===== src/alu_flag_consts.svh =====
// constants for the status flag block
// assumes inclusion by alu_flag_pkg and alu_status_flag_logic
// How it works
// - overflow when top carry-in differs from carry-out
// - negative is raw adder top bit
// - zero reflects the word actually written
// - carry is adder carry out
// - subtract and steps use one adder
// - only arithmetic, logical, explicit writes change flags
// - freeze blocks all but special register move
// - trapping result is still written
// - second saved pc holds trapping address
// - signed overflow trap leaves overflow set
// - unsigned overflow trap leaves carry set
// - unsigned underflow trap leaves carry clear
// - logical ops keep overflow and carry
// - logical negative is result top bit
// - logical zero when result all zero
// - carry feeds extended add, negative feeds divide
// - conditional jumps test register booleans only
// - concatenation puts first operand high
// - trap carries field or fixed vector
// - load/store carry enable and 7-bit control
`ifndef ALU_FLAG_CONSTS_SVH
`define ALU_FLAG_CONSTS_SVH
`define WORD_W 32
`define MSB 31
`define PC_W 30
`define VEC_W 8
`define CNTL_W 7
`define VEC_OUT_OF_RANGE 8'h11
`define FLAGS_RESET 4'h0
`define FLAG_V 3
`define FLAG_N 2
`define FLAG_Z 1
`define FLAG_C 0
`define ZERO_WORD 32'h0000_0000
`endif


===== src/alu_flag_pkg.sv =====
// types for the status flag block
// assumes the constants header is present
`include "alu_flag_consts.svh"
package alu_flag_pkg;
  typedef enum logic [2:0] {
    OP_NONE,
    OP_ARITH,
    OP_LOGIC,
    OP_MTSR
  } op_class_t;
  typedef enum logic [2:0] {
    ADD_PLAIN,
    ADD_CARRY,
    SUB_TWOS,
    SUB_ONES,
    MUL_STEP,
    DIV_STEP
  } add_mode_t;
  typedef enum logic [1:0] {
    RANGE_NONE,
    RANGE_SIGNED,
    RANGE_UNS_ADD,
    RANGE_UNS_SUB
  } range_chk_t;
  typedef enum logic [1:0] {
    LOG_AND,
    LOG_OR,
    LOG_XOR,
    LOG_CONCAT
  } log_op_t;
endpackage


===== src/alu_status_flag_logic.sv =====
// status flag generation for a 32-bit integer execution unit
// assumes pipeline presents one instruction per valid cycle, same clock
`timescale 1ns/1ps
`default_nettype none
`include "alu_flag_consts.svh"
module alu_status_flag_logic (
  input wire logic clk,
  input wire logic rst_n,
  input wire logic instValid,
  input wire alu_flag_pkg::op_class_t opClass,
  input wire alu_flag_pkg::add_mode_t addMode,
  input wire alu_flag_pkg::log_op_t logOp,
  input wire alu_flag_pkg::range_chk_t rangeChk,
  input wire logic [`WORD_W-1:0] srcA,
  input wire logic [`WORD_W-1:0] srcB,
  input wire logic [3:0] mtsrFlags,
  input wire logic statusFreezeFlag,
  input wire logic [`PC_W-1:0] instPc,
  input wire logic trapInstr,
  input wire logic [`VEC_W-1:0] trapVectorField,
  input wire logic boolReg,
  input wire logic memInstr,
  input wire logic coprocEnable,
  input wire logic [`CNTL_W-1:0] accessCntl,
  output logic [`WORD_W-1:0] destData,
  output logic destWrite,
  output logic flagV,
  output logic flagN,
  output logic flagZ,
  output logic flagC,
  output logic trapReq,
  output logic [`VEC_W-1:0] trapVector,
  output logic [`PC_W-1:0] savedPc2,
  output logic jumpTaken,
  output logic memReq,
  output logic memCoproc,
  output logic [`CNTL_W-1:0] memCntl
);
  import alu_flag_pkg::*;

  // ----------------------------------------
  // adder datapath
  // ----------------------------------------
  logic [`WORD_W-1:0] addB;
  logic carryIn;
  logic [`WORD_W:0] sum;
  logic [`WORD_W-1:0] addRes;
  logic carryOut;
  logic carryTop;
  logic [`WORD_W-1:0] writeRes;
  logic [`WORD_W-1:0] logRes;
  logic [2*`WORD_W-1:0] concatRes;
  logic outOfRange;

  function automatic logic isZero(input logic [`WORD_W-1:0] w);
    isZero = (w == `ZERO_WORD);
  endfunction

  always_comb
  begin
    addB = srcB;
    carryIn = 1'b0;
    case (addMode)
      ADD_CARRY: carryIn = flagC;
      SUB_TWOS:
      begin
        addB = ~srcB;
        carryIn = 1'b1;
      end
      SUB_ONES: addB = ~srcB;
      DIV_STEP: if (!flagN) addB = ~srcB;
      default: addB = srcB;
    endcase
    if (addMode == DIV_STEP && !flagN)
      carryIn = 1'b1;
  end

  assign sum = {1'b0, srcA} + {1'b0, addB} + {{`WORD_W{1'b0}}, carryIn};
  assign addRes = sum[`WORD_W-1:0];
  assign carryOut = sum[`WORD_W];
  assign carryTop = srcA[`MSB] ^ addB[`MSB] ^ addRes[`MSB];

  // step ops shift after the add; flags see the shifted word only for zero
  always_comb
  begin
    case (addMode)
      MUL_STEP: writeRes = {addRes[`MSB-1:0], 1'b0};
      DIV_STEP: writeRes = {addRes[`MSB-1:0], 1'b0};
      default: writeRes = addRes;
    endcase
  end

  // ----------------------------------------
  // logical datapath
  // ----------------------------------------
  always_comb
  begin
    concatRes = {srcA, srcB};
    case (logOp)
      LOG_AND: logRes = srcA & srcB;
      LOG_OR: logRes = srcA | srcB;
      LOG_XOR: logRes = srcA ^ srcB;
      LOG_CONCAT: logRes = concatRes[`WORD_W-1:0];
      default: logRes = srcA;
    endcase
  end

  always_comb
  begin
    case (rangeChk)
      RANGE_SIGNED: outOfRange = carryTop ^ carryOut;
      RANGE_UNS_ADD: outOfRange = carryOut;
      RANGE_UNS_SUB: outOfRange = ~carryOut;
      default: outOfRange = 1'b0;
    endcase
  end

  // ----------------------------------------
  // status flags
  // ----------------------------------------
  always_ff @(posedge clk or negedge rst_n)
  begin
    if (!rst_n)
    begin
      flagV <= 1'b0;
      flagN <= 1'b0;
      flagZ <= 1'b0;
      flagC <= 1'b0;
    end
    else if (instValid)
    begin
      case (opClass)
        OP_MTSR:
        begin
          flagV <= mtsrFlags[`FLAG_V];
          flagN <= mtsrFlags[`FLAG_N];
          flagZ <= mtsrFlags[`FLAG_Z];
          flagC <= mtsrFlags[`FLAG_C];
        end
        OP_ARITH:
          if (!statusFreezeFlag)
          begin
            flagV <= carryTop ^ carryOut;
            flagN <= addRes[`MSB];
            flagZ <= isZero(writeRes);
            flagC <= carryOut;
          end
        OP_LOGIC:
          if (!statusFreezeFlag)
          begin
            flagN <= logRes[`MSB];
            flagZ <= isZero(logRes);
          end
        default:
          flagV <= flagV;
      endcase
    end
  end

  // ----------------------------------------
  // destination write
  // ----------------------------------------
  always_ff @(posedge clk or negedge rst_n)
  begin
    if (!rst_n)
    begin
      destData <= `ZERO_WORD;
      destWrite <= 1'b0;
    end
    else
    begin
      destWrite <= instValid && (opClass == OP_ARITH || opClass == OP_LOGIC);
      if (instValid && opClass == OP_ARITH)
        destData <= writeRes;
      else if (instValid && opClass == OP_LOGIC)
        destData <= logRes;
    end
  end

  // ----------------------------------------
  // traps
  // ----------------------------------------
  always_ff @(posedge clk or negedge rst_n)
  begin
    if (!rst_n)
    begin
      trapReq <= 1'b0;
      trapVector <= `VEC_W'(0);
      savedPc2 <= `PC_W'(0);
    end
    else
    begin
      trapReq <= 1'b0;
      if (instValid && opClass == OP_ARITH && outOfRange)
      begin
        trapReq <= 1'b1;
        trapVector <= `VEC_OUT_OF_RANGE;
        savedPc2 <= instPc;
      end
      else if (instValid && trapInstr)
      begin
        trapReq <= 1'b1;
        trapVector <= trapVectorField;
        savedPc2 <= instPc;
      end
    end
  end

  // ----------------------------------------
  // jumps and memory access
  // ----------------------------------------
  always_ff @(posedge clk or negedge rst_n)
  begin
    if (!rst_n)
    begin
      jumpTaken <= 1'b0;
      memReq <= 1'b0;
      memCoproc <= 1'b0;
      memCntl <= `CNTL_W'(0);
    end
    else
    begin
      jumpTaken <= instValid && boolReg;
      memReq <= instValid && memInstr;
      if (instValid && memInstr)
      begin
        memCoproc <= coprocEnable;
        memCntl <= accessCntl;
      end
    end
  end

  // ----------------------------------------
  // checks
  // ----------------------------------------
  chk_freeze_hold: assert property (@(posedge clk) disable iff (!rst_n)
    (statusFreezeFlag && !(instValid && opClass == OP_MTSR)) |=> $stable({flagV, flagN, flagZ, flagC}))
    else $error("flags changed while frozen");
  chk_logic_keep: assert property (@(posedge clk) disable iff (!rst_n)
    (instValid && opClass == OP_LOGIC) |=> $stable({flagV, flagC}))
    else $error("logical op changed v or c");
  chk_other_keep: assert property (@(posedge clk) disable iff (!rst_n)
    (!instValid || opClass == OP_NONE) |=> $stable({flagV, flagN, flagZ, flagC}))
    else $error("flags changed by other op");
  chk_signed_trap: assert property (@(posedge clk) disable iff (!rst_n)
    (instValid && opClass == OP_ARITH && rangeChk == RANGE_SIGNED && outOfRange
     && !statusFreezeFlag) |=> (trapReq && flagV))
    else $error("signed trap without v");
  chk_uadd_trap: assert property (@(posedge clk) disable iff (!rst_n)
    (instValid && opClass == OP_ARITH && rangeChk == RANGE_UNS_ADD && outOfRange
     && !statusFreezeFlag) |=> (trapReq && flagC))
    else $error("unsigned add trap without c");
  chk_usub_trap: assert property (@(posedge clk) disable iff (!rst_n)
    (instValid && opClass == OP_ARITH && rangeChk == RANGE_UNS_SUB && outOfRange
     && !statusFreezeFlag) |=> (trapReq && !flagC))
    else $error("unsigned sub trap with c");
  chk_trap_pc: assert property (@(posedge clk) disable iff (!rst_n)
    (instValid && opClass == OP_ARITH && outOfRange) |=> (savedPc2 == $past(instPc)))
    else $error("saved pc wrong");
  chk_zero_write: assert property (@(posedge clk) disable iff (!rst_n)
    (instValid && opClass == OP_ARITH && !statusFreezeFlag) |=> (flagZ == (destData == `ZERO_WORD)))
    else $error("zero flag disagrees with written word");
  chk_commit_same: assert property (@(posedge clk) disable iff (!rst_n)
    (instValid && opClass == OP_ARITH) |=> (destWrite && destData == $past(writeRes)))
    else $error("result not committed with flags");

  // ----------------------------------------
  // datapath and side output checks
  // ----------------------------------------
  chk_v_arith: assert property (@(posedge clk) disable iff (!rst_n)
    (instValid && opClass == OP_ARITH && !statusFreezeFlag)
    |=> (flagV == $past(srcA[`MSB] == addB[`MSB] && addRes[`MSB] != srcA[`MSB])))
    else $error("overflow flag wrong");
  chk_n_raw: assert property (@(posedge clk) disable iff (!rst_n)
    (instValid && opClass == OP_ARITH && !statusFreezeFlag)
    |=> (flagN == $past(addRes[`MSB])))
    else $error("negative flag not raw adder bit");
  chk_z_step: assert property (@(posedge clk) disable iff (!rst_n)
    (instValid && opClass == OP_ARITH && !statusFreezeFlag && addMode == MUL_STEP)
    |=> (flagZ == ($past(addRes[`MSB-1:0]) == '0)))
    else $error("zero flag ignores step shift");
  chk_c_carry: assert property (@(posedge clk) disable iff (!rst_n)
    (instValid && opClass == OP_ARITH && !statusFreezeFlag)
    |=> (flagC == $past(addRes < srcA || (carryIn && addRes == srcA))))
    else $error("carry flag wrong");
  chk_add_plain: assert property (@(posedge clk) disable iff (!rst_n)
    (addMode == ADD_PLAIN) |-> (addRes == srcA + srcB))
    else $error("plain add wrong");
  chk_sub_twos: assert property (@(posedge clk) disable iff (!rst_n)
    (addMode == SUB_TWOS) |-> (addRes == srcA - srcB))
    else $error("twos subtract wrong");
  chk_sub_ones: assert property (@(posedge clk) disable iff (!rst_n)
    (addMode == SUB_ONES) |-> (addRes == srcA + ~srcB))
    else $error("ones subtract wrong");
  chk_carry_chain: assert property (@(posedge clk) disable iff (!rst_n)
    (addMode == ADD_CARRY) |-> (addRes == srcA + srcB + `WORD_W'(flagC)))
    else $error("carry not chained");
  chk_div_dir: assert property (@(posedge clk) disable iff (!rst_n)
    (addMode == DIV_STEP) |-> (addRes == (flagN ? srcA + srcB : srcA - srcB)))
    else $error("divide step direction wrong");
  chk_mtsr_write: assert property (@(posedge clk) disable iff (!rst_n)
    (instValid && opClass == OP_MTSR) |=> ({flagV, flagN, flagZ, flagC} == $past(mtsrFlags)))
    else $error("special move not written");
  chk_trap_write: assert property (@(posedge clk) disable iff (!rst_n)
    (instValid && opClass == OP_ARITH && outOfRange && addMode == ADD_PLAIN)
    |=> (destWrite && destData == $past(srcA + srcB)))
    else $error("trapping result not written");
  chk_logic_n: assert property (@(posedge clk) disable iff (!rst_n)
    (instValid && opClass == OP_LOGIC && !statusFreezeFlag)
    |=> (flagN == $past(logRes[`MSB])))
    else $error("logical negative wrong");
  chk_logic_z: assert property (@(posedge clk) disable iff (!rst_n)
    (instValid && opClass == OP_LOGIC && !statusFreezeFlag)
    |=> (flagZ == ($past(logRes) == `ZERO_WORD)))
    else $error("logical zero wrong");
  chk_jump_bool: assert property (@(posedge clk) disable iff (!rst_n)
    instValid |=> (jumpTaken == $past(boolReg)))
    else $error("jump not from register boolean");
  chk_jump_idle: assert property (@(posedge clk) disable iff (!rst_n)
    !instValid |=> !jumpTaken)
    else $error("jump without instruction");
  chk_concat_order: assert property (@(posedge clk) disable iff (!rst_n)
    (logOp == LOG_CONCAT) |-> (concatRes[2*`WORD_W-1:`WORD_W] == srcA && logRes == srcB))
    else $error("concatenation order wrong");
  chk_trap_vec: assert property (@(posedge clk) disable iff (!rst_n)
    (instValid && trapInstr && !(opClass == OP_ARITH && outOfRange))
    |=> (trapReq && trapVector == $past(trapVectorField)))
    else $error("trap vector field lost");
  chk_range_vec: assert property (@(posedge clk) disable iff (!rst_n)
    (instValid && opClass == OP_ARITH && outOfRange) |=> (trapVector == `VEC_OUT_OF_RANGE))
    else $error("range trap vector wrong");
  chk_trap_idle: assert property (@(posedge clk) disable iff (!rst_n)
    !instValid |=> !trapReq)
    else $error("trap without instruction");
  chk_mem_ctl: assert property (@(posedge clk) disable iff (!rst_n)
    (instValid && memInstr)
    |=> (memReq && {memCoproc, memCntl} == $past({coprocEnable, accessCntl})))
    else $error("access control not passed");
  chk_mem_idle: assert property (@(posedge clk) disable iff (!rst_n)
    !(instValid && memInstr) |=> !memReq)
    else $error("access without load or store");
  chk_logic_write: assert property (@(posedge clk) disable iff (!rst_n)
    (instValid && opClass == OP_LOGIC) |=> (destWrite && destData == $past(logRes)))
    else $error("logical result not committed");
  chk_idle_nowrite: assert property (@(posedge clk) disable iff (!rst_n)
    !instValid |=> !destWrite)
    else $error("write without instruction");
endmodule
`default_nettype wire


===== config.mk =====
export PLATFORM = sky130hd
export DESIGN_NAME = alu_status_flag_logic
export DESIGN_NICKNAME = d
export VERILOG_FILES = /design/src/alu_flag_pkg.sv /design/src/alu_status_flag_logic.sv
export VERILOG_INCLUDE_DIRS = /design/src
export SDC_FILE = /design/constraint.sdc
export NUM_CORES = 1
export LEC_CHECK = 0
export BUFFER_PORTS_ARGS = -buffer_cell sky130_fd_sc_hd__buf_2
export CORE_UTILIZATION = 35
export DETAILED_ROUTE_END_ITERATION = 10
export GPL_TIMING_DRIVEN = 0
export SETUP_SLACK_MARGIN = 0.1
export SKIP_CTS_REPAIR_TIMING = 1
export SLEW_MARGIN = 20
export SYNTH_ARGS = -nofsm -noshare
export SYNTH_HDL_FRONTEND = slang
export SYNTH_SLANG_ARGS = --single-unit

===== constraint.sdc =====
create_clock -name clk -period 4.6 [get_ports clk]
set_input_delay 1.15 -clock clk [delete_from_list [all_inputs] [get_ports clk]]
set_output_delay 1.15 -clock clk [all_outputs]
set_load 0.01 [all_outputs]

* Word level (Yosys, flattened, before mapping) *
Index checks and enable logic that the tools add are counted.

cells by class
  add/sub/neg operators = 2
  equality and inequality tests = 16
  mux-type cells = 25
  bitwise gates (word level) = 8
  reduce and logical (&&, ||, !) cells = 21

operators by type and width
  operator              count
  $mux W32              4
  $pmux W32 S4          1
  $logic_not A32 Y1     2
  $pmux W32 S2          1
  $mux W30              2
  $add A32 B32 Y33      1
  $add A33 B1 Y33       1
  $and A32 B32 Y32      1
  $not A32 Y32          1
  $or A32 B32 Y32       1
  $xor A32 B32 Y32      1
  $mux W8               2
  $eq A3 B2 Y1 const B  4
  $mux W1               9
  $pmux W1 S3           3
  $eq A2 B2 Y1 const B  4
  $logic_and A1 B1 Y1   8
  $eq A3 B1 Y1 const B  2
  $eq A3 B3 Y1 const B  2
  $pmux W1 S2           3
  $reduce_bool A2 Y1    3
  $eq A2 B1 Y1 const B  2
  $ne A2 B2 Y1 const B  2
  $reduce_and A4 Y1     1
  other kinds (8)       11

word-level totals
  register bits = 86
  input port bits = 131
  output and inout port bits = 86
  word-level logic and storage cells = 85

* Depth between registers and ports, before layout *
Gate-level depths: netlist of the first run.

  depth after elaboration = 10
  gate-level depth with buffers = 19

* Least setup slack after synthesis of the first run *
Ideal clock, no wire load.

  path type = input -> register
  start = input port addMode[2]
  end = register savedPc2[10]
  setup time = 125 ps
  data arrival time = 4,865 ps
  setup slack = -390 ps
  stages on the path = 19
  path buffers = 3
  path through = inv_1 -> nor2_1 -> nand3_1 -> a21boi_1 -> clkbuf_1 -> xnor2_1 -> ha_1 -> buf_6 -> a21oi_2 -> o21ai_1 -> a22oi_1 -> nand3_1 -> a31oi_2 -> o211ai_2 -> o31ai_4 -> mux2_2 -> nand3_4 -> buf_6 -> mux2_4

on the way
  cells in the longest elaborated chain, start to end = 10

RTL lines
  what                                                   RTL line                      RTL
  from (decl)                                            alu_status_flag_logic.sv:11   input wire alu_flag_pkg::add_mode_t addMode,
  $eq A3 B2 Y1                                           alu_status_flag_logic.sv:63   case (addMode)
  $reduce_or A2 Y1 (no source line)                      n/a
  $pmux W32 S2                                           alu_status_flag_logic.sv:63
  $add A32 B32 Y33                                       alu_status_flag_logic.sv:78   assign sum = {1'b0, srcA} + {1'b0, addB} + {{`WORD_W{1'b0}}, carryIn};
  $add A33 B1 Y33                                        alu_status_flag_logic.sv:78
  $xor A1 B1 Y1                                          alu_status_flag_logic.sv:81   assign carryTop = srcA[`MSB] ^ addB[`MSB] ^ addRes[`MSB];
  $xor A1 B1 Y1                                          alu_status_flag_logic.sv:111  RANGE_SIGNED: outOfRange = carryTop ^ carryOut;
  $pmux W1 S3 (*)                                        alu_status_flag_logic.sv:110  case (rangeChk)
  $logic_and A1 B1 Y1 (*)                                alu_status_flag_logic.sv:194  if (instValid && opClass == OP_ARITH && outOfRange)
  $mux W30 / $reduce_bool A2 Y1 (equally long branches)  n/a
  to (signal assigned)                                   alu_status_flag_logic.sv:189  savedPc2 <= `PC_W'(0);
  to (signal assigned)                                   alu_status_flag_logic.sv:198  savedPc2 <= instPc;
  to (signal assigned)                                   alu_status_flag_logic.sv:204  savedPc2 <= instPc;
  to (decl)                                              alu_status_flag_logic.sv:33   output logic [`PC_W-1:0] savedPc2,

Mark *: on every way between the ends. The rest lies on a longest branch, timed or not.
A chain may end at the register's enable or synchronous reset.

* Worst setup path in the final report of the first run *
  start = input port addMode[2]
  end = register savedPc2[4]

Same word-level chain as after synthesis.

==> results of run 1 <==
[cell usage after synthesis, types with 2 or more instances]
master / number
a21oi_2: 2
fa_1: 2
nand2_1: 107
o21ai_1: 4
nor4_1: 11
o211ai_1: 9
ha_1: 95
mux4_2: 32
mux2_2: 11
a31oi_1: 4
nand4_1: 8
a21oi_1: 69
a41oi_1: 3
and4_1: 3
buf_6: 4
nand2b_1: 7
nor3_1: 7
o311ai_0: 2
a211oi_1: 12
clkbuf_1: 32
buf_2: 4
a41o_1: 2
or2_2: 5
o21a_1: 4
a31o_2: 2
buf_1: 4
inv_1: 113
and3_1: 3
o21ai_0: 51
dfrtp_1: 86
nor2_1: 50
o21bai_1: 2
mux2_4: 29
o2111ai_1: 2
nand3_1: 7
xor2_1: 12
nand3b_1: 4
o31ai_1: 11
a21o_1: 10
xnor2_1: 50
and2_1: 5
[tightest hold or removal path, stage by stage, from the launching register on]
cell,delay [ns]
dfrtp_1,0.34
nand2_1,0.05
o21ai_0,0.06
[per-layer routing]
layer	GRT usage	routed length, um	vias up
met1	0.275	11400	3574
met2	0.366	12200	312
met5	0	13	-
li1	-	-	3640
met4	0.0472	509	2
met3	0.0390	1830	38
[sequential cells by signal, indices dropped and copies added, names as in the netlist]
signal      flops
jumpTaken       1
trapVector      8
memReq          1
flagZ           1
destData       32
flagC           1
destWrite       1
memCntl         7
savedPc2       30
trapReq         1
flagV           1
memCoproc       1
flagN           1
[per-stage QoR]
| stage | hold WS, ns | power [mW] |
|---|---|---|
| after floorplan | 0.516 | 1.96 |
| after global placement | 0.460 | 2.48 |
| after detailed placement | 0.469 | 2.50 |
| after CTS | 0.483 | 3.18 |
| after global routing | 0.511 | 3.48 |
| final | 0.477 | 3.25 |
[layout make-up]
cell class                      instances  area share
Buffer                                 44      0.0251
Clock buffer                           11      0.0233
Clock inverter                          5     0.00336
Inverter                              113      0.0411
Multi-Input combinational cell        663       0.541
Sequential cell                        86       0.207
Tap cell                              313      0.0376
Timing Repair Buffer                  231       0.122
[power groups by stage]
stage / clock network [mW] / logic, mW / registers [mW]
5_1_grt: 0.725 / 1.75 / 1.00
3_5_place_dp: 0 / 1.50 / 1.00
4_1_cts: 0.688 / 1.50 / 0.989
2_1_floorplan: 0 / 0.892 / 1.06
3_3_place_gp: 0 / 1.49 / 0.993
6_report: 0.665 / 1.60 / 0.986
[logic make-up (layout without fill, tap and decap cells)]
kind of cell    count (synthesis)  in the layout  share of synthesized area
simple gates                  222            222                      0.124
compound gates                209            209                      0.163
buf+inv                       158            404                     0.0766
fa+ha+maj                      97             97                      0.150
flops                          86             86                      0.262
mux                            73             73                      0.159
xor+xnor                       62             62                     0.0661
[how the worst max path moves through the flow]
stage	depth (start not counted)	slack, ns	end
floorplan	19	-0.02	savedPc2[10]
global route	23	-0.38	savedPc2[18]
finish	23	-0.25	savedPc2[4]
CTS	19	-0.50	savedPc2[4]
detailed placement	19	-0.84	savedPc2[3]
global placement	19	-0.85	savedPc2[1]
==> metrics.md, run 1 <==
| Metric | Value |
|---|---|
| Status | `finished with violations` |
| Violations in the final reports | `negative setup slack` |
| Fmax | `0.206 GHz` |
| Setup CP Type | `primary input to flop` |
| Worst hold start | `destData[27]` |
| Final Util | `0.456` |
| Reg-to-Reg Start | `flagN` |
| Detailed placer's ending HPWL | `21.6 mm` |
| Die Span Y | `155 um` |
| Internal power | `1.98 mW` |
| Global-route wire length before repair | `39.7 mm` |
| Post-Synthesis Net Count | `1135` |
| Critical path fanouts, max | `10` |
| Post-DP Area | `9800 um2` |
| Setup WS pre-CTS | `-0.844 ns` |
| R2r setup slk | `0.44 ns` |
| Slew headroom | `0.401` |
| # IOs | `217` |
| Largest stage delay, worst path | `0.40 ns` |
| Period utilisation layout | `1.05` |
| Antenna Cells | `0` |
| Ys async rst share | `1.00` |
| Routed wire per std cell | `17.7 um` |
| First-pass iteration count of the detailed router | `5` |
| Commonest non-fill, non-tap cell in the layout | `buf_2` |
| Setup ws final | `-0.248 ns` |
| Cells after Synth | `907` |
| TritonCTS clock tree | `yes` |
| Nets | `1376` |
| CTS Buffer Depth | `2` |
| Port buffer count | `214` |
| Combinational power share | `0.491` |
| Share of cells above drive strength 1 | `0.328` |
| Critical R2R Capture | `savedPc2[4]` |
| Worst path slowest cell | `fa_2` |
| Gpl congestion | `0.914` |
| Initial Utilization | `0.360` |
| Largest net degree at the start of global routing | `45` |
| GRT Total Usage | `0.212` |
| Core region area | `22800 um2` |
| CP startpoint kind | `primary input` |
| P per Cell Area | `312 nW/um2` |
| Skew-Pair Late Insertion Delay | `0.34 ns` |
| Crit-path most repeated cell | `buf_12` |
| Finished Layout Cells | `1466` |
| Number of synthesized flops with an enable pin | `0` |
| Vias in the first global route | `7268` |
| Final wirelength | `25.9 mm` |
| Crit-path cells | `buf_8 > clkinvlp_4 > nor2_4 > nand3_2 > a21boi_4 > buf_12 > buf_8 > xnor2_4 > fa_2 > inv_2 > fa_2 > nand2b_4 > a21oi_4 > o21ai_2 > nand2b_1 > a31oi_4 > o211ai_4 > o31ai_4 > buf_12 > mux2_4 > nand3_4 > buf_12 > mux2_4` |
| Hold Crit Endpoint | `destData[27]` |
| Multi-input logic area | `5640 um2` |
| CP Launch Point | `addMode[2]` |
| Most used DFF post-synth | `dfrtp_1` |
| Sequential fraction of the synthesis area | `0.262` |
| Final routed DRC violation total | `0` |
| Commonest non-fill, non-tap cells in the layout | `216 x buf_2, 111 x inv_1, 107 x nand2_1` |
| Hold Crit Depth | `2` |
| Mean post-synth cell area | `9.06 um2` |
| Die ar. | `24100 um2` |
| Register area | `2150 um2` |
| # H-tree levels | `3` |
| Top post-synthesis cells by area | `dfrtp_1 26%, ha_1 14%, mux4_2 8.8%, xnor2_1 5.3%, mux2_4 5.3%` |
| Sink Count | `86` |
| Final Cell Area | `10400 um2` |
| Reg2Reg Depth | `21` |
| Final hold vios | `0` |
| Max Cap Viol | `0` |
| Clock skew | `0.00771 ns` |
| Worst Tran Pin Value | `0.898 ns` |
| Net Sw Frac | `0.390` |
| Via Count | `7566` |
| Share of the synthesized area in the top cell type | `0.262` |
| CTS root buffer | `clkbuf_16` |
| Die width | `155 um` |
| Synth area leader | `dfrtp_1` |
| Hold Crit Class | `flop to flop` |
| Shortest period the worst path allows | `4.85 ns` |
| Reg power frac | `0.304` |
| Distinct cells, synth | `68` |
| Via density | `5.16` |
| Worst Path Required | `4.81 ns` |
| Unrepaired setup endpoints after global routing | `true` |
| Largest delay share family, worst path | `compound AO/OA/AOI/OAI gates` |
| Critical path buffers and inverters | `7` |
| Initial antenna violation count | `1` |
| Max VDD drop | `185 uV` |
| Data arrival time of the critical path | `5.06 ns` |
| Placed cells | `1435` |
| YS warnings | `0` |
| NetSw | `1.27 mW` |
| Clk pin slew, worst setup/hold paths | `0.06 ns` |
| Row count | `55` |
| TritonCTS buffer count | `9` |
| Power share of the clock group | `0.205` |
| Setup_tns | `-6.88 ns` |
| Antenna Nets Post-Route | `0` |
| GR Overflow Total | `0` |
| Seq cells post-synth | `86` |
| Setup violators final | `31` |
| Drt initial violations | `435` |
| Mapped Area | `8220 um2` |
| Final slew viol count | `0` |
| Area Overhead vs Synth | `26.8%` |
| Fill cells | `2259` |
| P_leak | `5.10 nW` |
| Crit. End Element | `flop` |
Power figures use the tool's default switching activity.
==> run 2, diff against run 1 <==
- ABC_AREA: not set -> 1
==> metrics.md, run 2 <==
| Metric | Value |
|---|---|
| Skew-Pair Late Insertion Delay | `0.34 ns` |
| Setup WS pre-CTS | `-0.838 ns` |
| Shortest period the worst path allows | `4.34 ns` |
| Antenna Nets Post-Route | `0` |
| Largest regs | `destData (32), savedPc2 (30), trapVector (8)` |
| Worst Path Required | `4.83 ns` |
| Placed cells | `1973` |
| Mean post-synth cell area | `6.31 um2` |
| Gpl congestion | `0.971` |
| Mapped Area | `8990 um2` |
| Reg2Reg Depth | `22` |
| Clock skew | `0.00381 ns` |
| Max reg flops | `32` |
| YS warnings | `0` |
| Hold WS | `0.475 ns` |
| Post-Synthesis Net Count | `1654` |
| Final routed DRC violation total | `0` |
| First-pass iteration count of the detailed router | `6` |
| Register area | `2150 um2` |
| Final Util | `0.438` |
| CP Depth | `27` |
| Final Cell Area | `11000 um2` |
| Number of synthesized flops with an enable pin | `0` |
| Share of the synthesized area in the top cell type | `0.239` |
| P per Cell Area | `295 nW/um2` |
| Core region area | `25200 um2` |
| Worst Tran Pin Value | `0.840 ns` |
| GRT Total Usage | `0.256` |
| Reg-to-Reg Start | `flagN` |
| Global-route wire length before repair | `51.6 mm` |
| Distinct cells, synth | `45` |
| Setup_tns | `0 ns` |
| Critical path fanouts, max | `10` |
| Slew headroom | `0.440` |
| Max Cap Viol | `0` |
| Nets | `1889` |
| Largest delay share family, worst path | `simple AND/OR/NAND/NOR gates` |
| Initial antenna violation count | `0` |
| CP Launch Point | `addMode[1]` |
| Max VDD drop | `232 uV` |
| Antenna Cells | `0` |
| Ys async rst share | `1.00` |
| Most used DFF post-synth | `dfrtp_1` |
| Die ar. | `26300 um2` |
| Most common cell in the netlist | `nand2_1` |
| Data arrival time of the critical path | `4.57 ns` |
| Via Count | `9890` |
| Synth area leader | `dfrtp_1` |
| Share of cells above drive strength 1 | `0.192` |
| Total power | `3.25 mW` |
| Unrepaired setup endpoints after global routing | `false` |
| TritonCTS buffer count | `9` |
| Detailed placer's ending HPWL | `28.1 mm` |
| Period utilisation layout | `0.944` |
| Final hold vios | `0` |
| Synth cell count leaders | `504 x nand2_1, 215 x inv_1, 130 x nand3_1` |
| Cells after Synth | `1426` |
| Fmax | `0.230 GHz` |
| Worst Setup EP | `savedPc2[6]` |
| Largest net degree at the start of global routing | `53` |
| Critical R2R Capture | `savedPc2[6]` |
| Critical path buffers and inverters | `8` |
| Largest stage delay, worst path | `0.40 ns` |
| Worst path slowest cell | `fa_2` |
| Hold Crit Class | `flop to flop` |
| CP startpoint kind | `primary input` |
| P_leak | `6.40 nW` |
| Setup ws final | `0.256 ns` |
| Routed wire per std cell | `16.9 um` |
| Area Overhead vs Synth | `22.6%` |
| CTS root buffer | `clkbuf_16` |
| R2r setup slk | `1.15 ns` |
| Sink Count | `86` |
| Via density | `4.96` |
| Most flop-heavy register | `destData` |
| # IOs | `217` |
| TritonCTS clock tree | `yes` |
| Initial Utilization | `0.357` |
| Final wirelength | `33.7 mm` |
| Setup CP Type | `primary input to flop` |
| Setup violators final | `0` |
| Multi-input logic area | `5890 um2` |
| GR Overflow Total | `0` |
| Vias in the first global route | `9532` |
| Die Span Y | `162 um` |
| Top post-synthesis cells by area | `dfrtp_1 24%, nand2_1 21%, ha_1 13%, inv_1 9.0%, nand3_1 7.2%` |
| Finished Layout Cells | `1995` |
| CTS Buffer Depth | `2` |
| Fill cells | `2765` |
| Port buffer count | `216` |
| Crit. End Element | `flop` |
| Drt initial violations | `733` |
| Row count | `58` |
| Sequential fraction of the synthesis area | `0.239` |
| Post-DP Area | `10500 um2` |
| Final slew viol count | `0` |
| Die width | `162 um` |
| Status | `complete, no violations` |
| Crit-path most repeated cell | `nand2_1` |
| Commonest non-fill, non-tap cells in the layout | `500 x nand2_1, 220 x buf_2, 213 x inv_1` |
| Seq cells post-synth | `86` |
| Commonest non-fill, non-tap cell in the layout | `nand2_1` |
| # H-tree levels | `3` |
| Clk pin slew, worst setup/hold paths | `0.06 ns` |
[run 2: cell families (layout without fill, tap and decap cells)]
logic type	after synthesis	after routing	share of synthesized area
adder cells (fa/ha/maj)	97	97	0.137
buffers and inverters	265	504	0.118
AND/OR/NAND/NOR	783	783	0.366
flip-flops	86	86	0.239
XOR/XNOR	33	33	0.0321
AO/OA/AOI/OAI	162	162	0.108
[run 2: area by class of cell]
cell class              count  area share
well taps                 330      0.0374
clock inverters             4     0.00431
clock buffers              11      0.0220
repair buffers            224       0.105
inverters                 222      0.0755
multi-input cells        1075       0.534
flip-flops and latches     86       0.195
plain buffers              43      0.0260
[run 2: layer usage]
metal / part of all wire / vias to the layer above / GRT usage
met5: 0 / - / 0
met2: 0.45 / 316 / 0.409
met4: 0.026 / 0 / 0.0742
met1: 0.45 / 4528 / 0.342
met3: 0.079 / 52 / 0.0575
li1: - / 4994 / -
[run 2: how the worst min path moves through the flow]
stage                       from      endpoint  slack (ns)  cells past startpoint
finish              destData[25]  destData[25]        0.47                      2
global route          memCntl[5]    memCntl[5]        0.50                      2
CTS                   memCntl[5]    memCntl[5]        0.48                      2
detailed placement    memCntl[5]    memCntl[5]        0.46                      2
global placement      memCntl[5]    memCntl[5]        0.46                      2
floorplan             memCntl[0]    memCntl[0]        0.52                      2
[run 2: where the power goes]
| group | switching [mW] | internal [mW] | total, mW |
|---|---|---|---|
| clock | 0.292 | 0.431 | 0.723 |
| combinational | 1.01 | 0.547 | 1.55 |
| sequential | 0.0844 | 0.889 | 0.974 |
| total | 1.38 | 1.87 | 3.25 |
[run 2: worst register-to-register path, delay by kind of cell, from the launching register on]
family / cells / cell delay (ns)
AND/OR/NAND/NOR: 14 / 1.54
adder cells (fa/ha/maj): 2 / 0.63
buffers and inverters: 4 / 0.49
flip-flops: 1 / 0.37
AO/OA/AOI/OAI: 1 / 0.17
XOR/XNOR: 1 / 0.14
==> run 3, diff against run 2 <==
- CORE_ASPECT_RATIO: not set -> 1.2
==> metrics.md, run 3 (synthesized netlist as in run 2, its figures left out) <==
| Metric | Value |
|---|---|
| Status | `complete, no violations` |
| Largest net degree at the start of global routing | `46` |
| Commonest non-fill, non-tap cell in the layout | `nand2_1` |
| Initial antenna violation count | `1` |
| Fill cells | `2712` |
| Most flop-heavy register | `destData` |
| Crit-path most repeated cell | `nand2_2` |
| P per Cell Area | `300 nW/um2` |
| Fmax | `0.228 GHz` |
| Shortest period the worst path allows | `4.39 ns` |
| Register area | `2150 um2` |
| # IOs | `217` |
| Die width | `148 um` |
| Max reg flops | `32` |
| Most crowded layer after global routing | `met2` |
| Unrepaired setup endpoints after global routing | `false` |
| Skew-Pair Late Insertion Delay | `0.33 ns` |
| Share of cells above drive strength 1 | `0.201` |
| Combinational power share | `0.468` |
| Largest stage delay, worst path | `0.40 ns` |
| Multi-input logic area | `5960 um2` |
| Vias in the first global route | `9482` |
| Setup violators final | `0` |
| Initial Utilization | `0.360` |
| Antenna Nets Post-Route | `0` |
| Reg power frac | `0.289` |
| CP startpoint kind | `primary input` |
| TritonCTS clock tree | `yes` |
| Max VDD drop | `162 uV` |
| Worst hold start | `memCoproc` |
| Via density | `4.98` |
| NetSw | `1.39 mW` |
| Largest delay share family, worst path | `simple AND/OR/NAND/NOR gates` |
| Port buffer count | `216` |
| Largest regs | `destData (32), savedPc2 (30), trapVector (8)` |
| Setup ws final | `0.211 ns` |
| Reg-to-Reg Start | `flagN` |
| Placed cells | `1968` |
| Critical path fanouts, max | `10` |
| Setup_tns | `0 ns` |
| Via Count | `9977` |
| Nets | `1901` |
| Power share of the clock group | `0.242` |
| GR Overflow Total | `0` |
| Detailed placer's ending HPWL | `29.5 mm` |
| Hold Crit Endpoint | `memCoproc` |
| P_leak | `6.50 nW` |
| CTS Buffer Depth | `2` |
| Net Sw Frac | `0.411` |
| Hold Crit Class | `flop to flop` |
| GR Util met2 | `0.485` |
| Final routed DRC violation total | `0` |
| CTS root buffer | `clkbuf_16` |
| Worst Tran Pin Value | `0.890 ns` |
| Slew headroom | `0.407` |
| Final slew viol count | `0` |
| Final wirelength | `34.7 mm` |
| Antenna Cells | `0` |
| Met3 global-route usage | `0.0301` |
| Clk pin slew, worst setup/hold paths | `0.06 ns` |
| Die ar. | `26300 um2` |
| Critical path buffers and inverters | `9` |
| Setup WS pre-CTS | `-0.994 ns` |
| Finished Layout Cells | `2003` |
| # H-tree levels | `3` |
| Period utilisation layout | `0.954` |
| Hold WS | `0.475 ns` |
| Global-route wire length before repair | `52.0 mm` |
| Crit. End Element | `flop` |
| Hold Crit Depth | `2` |
| Internal power | `1.99 mW` |
| Area Overhead vs Synth | `25.2%` |
| Data arrival time of the critical path | `4.65 ns` |
| First-pass iteration count of the detailed router | `7` |
| Met1 Usage GRT | `0.302` |
| Worst path slowest cell | `fa_2` |
| TritonCTS buffer count | `9` |
| Reg2Reg Depth | `24` |
| Die Span Y | `178 um` |
| Worst Path Required | `4.86 ns` |
| Core region area | `25000 um2` |
| Clock skew | `0.0101 ns` |
| Sink Count | `86` |
| Row count | `63` |
| GRT Total Usage | `0.260` |
| R2r setup slk | `1.13 ns` |
| Routed wire per std cell | `17.3 um` |
| Critical R2R Capture | `savedPc2[3]` |
| Drt initial violations | `441` |
| Gpl congestion | `0.922` |
| Commonest non-fill, non-tap cells in the layout | `497 x nand2_1, 220 x buf_2, 213 x inv_1` |
| Setup CP Type | `primary input to flop` |
| Final hold vios | `0` |
| Max Cap Viol | `0` |
## run 3: through the flow
step | cell area (um2) | total power, mW | utilization
finish | 11300 | 3.37 | 0.451
global route | 11300 | 3.62 | 0.451
CTS | 10800 | 3.31 | 0.434
detailed placement | 10500 | 2.49 | 0.421
global placement | 10500 | 2.47 | 0.420
floorplan | 8990 | 1.90 | -
## run 3: area by class of cell
class	instances	share of cell area
Buffer	43	0.0256
Multi-Input combinational cell	1076	0.529
Inverter	222	0.0740
Sequential cell	86	0.191
Timing Repair Buffer	235	0.115
Tap cell	325	0.0361
Clock buffer	12	0.0210
Clock inverter	4	0.00844
## run 3: routing by layer
metal | up-vias | share of wire
met5 | - | 0.00037
met4 | 2 | 0.030
met3 | 48 | 0.054
met2 | 311 | 0.50
met1 | 4601 | 0.41
li1 | 5015 | -
## run 3: worst max-delay path by stage
| stage | start | end | slack, ns | cells past startpoint |
|---|---|---|---|---|
| 6_report | addMode[1] | savedPc2[3] | 0.21 | 29 |
| 3_3_place_gp | addMode[1] | savedPc2[3] | -0.97 | 28 |
| 4_1_cts | addMode[1] | savedPc2[3] | -0.66 | 28 |
| 5_1_grt | addMode[1] | flagZ | 0.07 | 27 |
| 3_5_place_dp | addMode[1] | flagZ | -0.99 | 26 |
| 2_1_floorplan | addMode[1] | savedPc2[20] | 0.26 | 27 |
## run 3: worst reg2reg max path, delay by kind of cell, from the launching register on
family | cells | cell delay [ns]
simple gates | 15 | 1.69
fa+ha+maj | 2 | 0.61
flops | 1 | 0.37
xor+xnor | 1 | 0.08
buf+inv | 5 | 0.55
compound gates | 1 | 0.10
## run 3: power by group through the flow
stage,logic [mW],clock network [mW],registers [mW]
6_report,1.58,0.818,0.977
5_1_grt,1.77,0.862,0.991
4_1_cts,1.50,0.831,0.979
3_5_place_dp,1.50,0,0.991
3_3_place_gp,1.48,0,0.987
2_1_floorplan,0.861,0,1.03
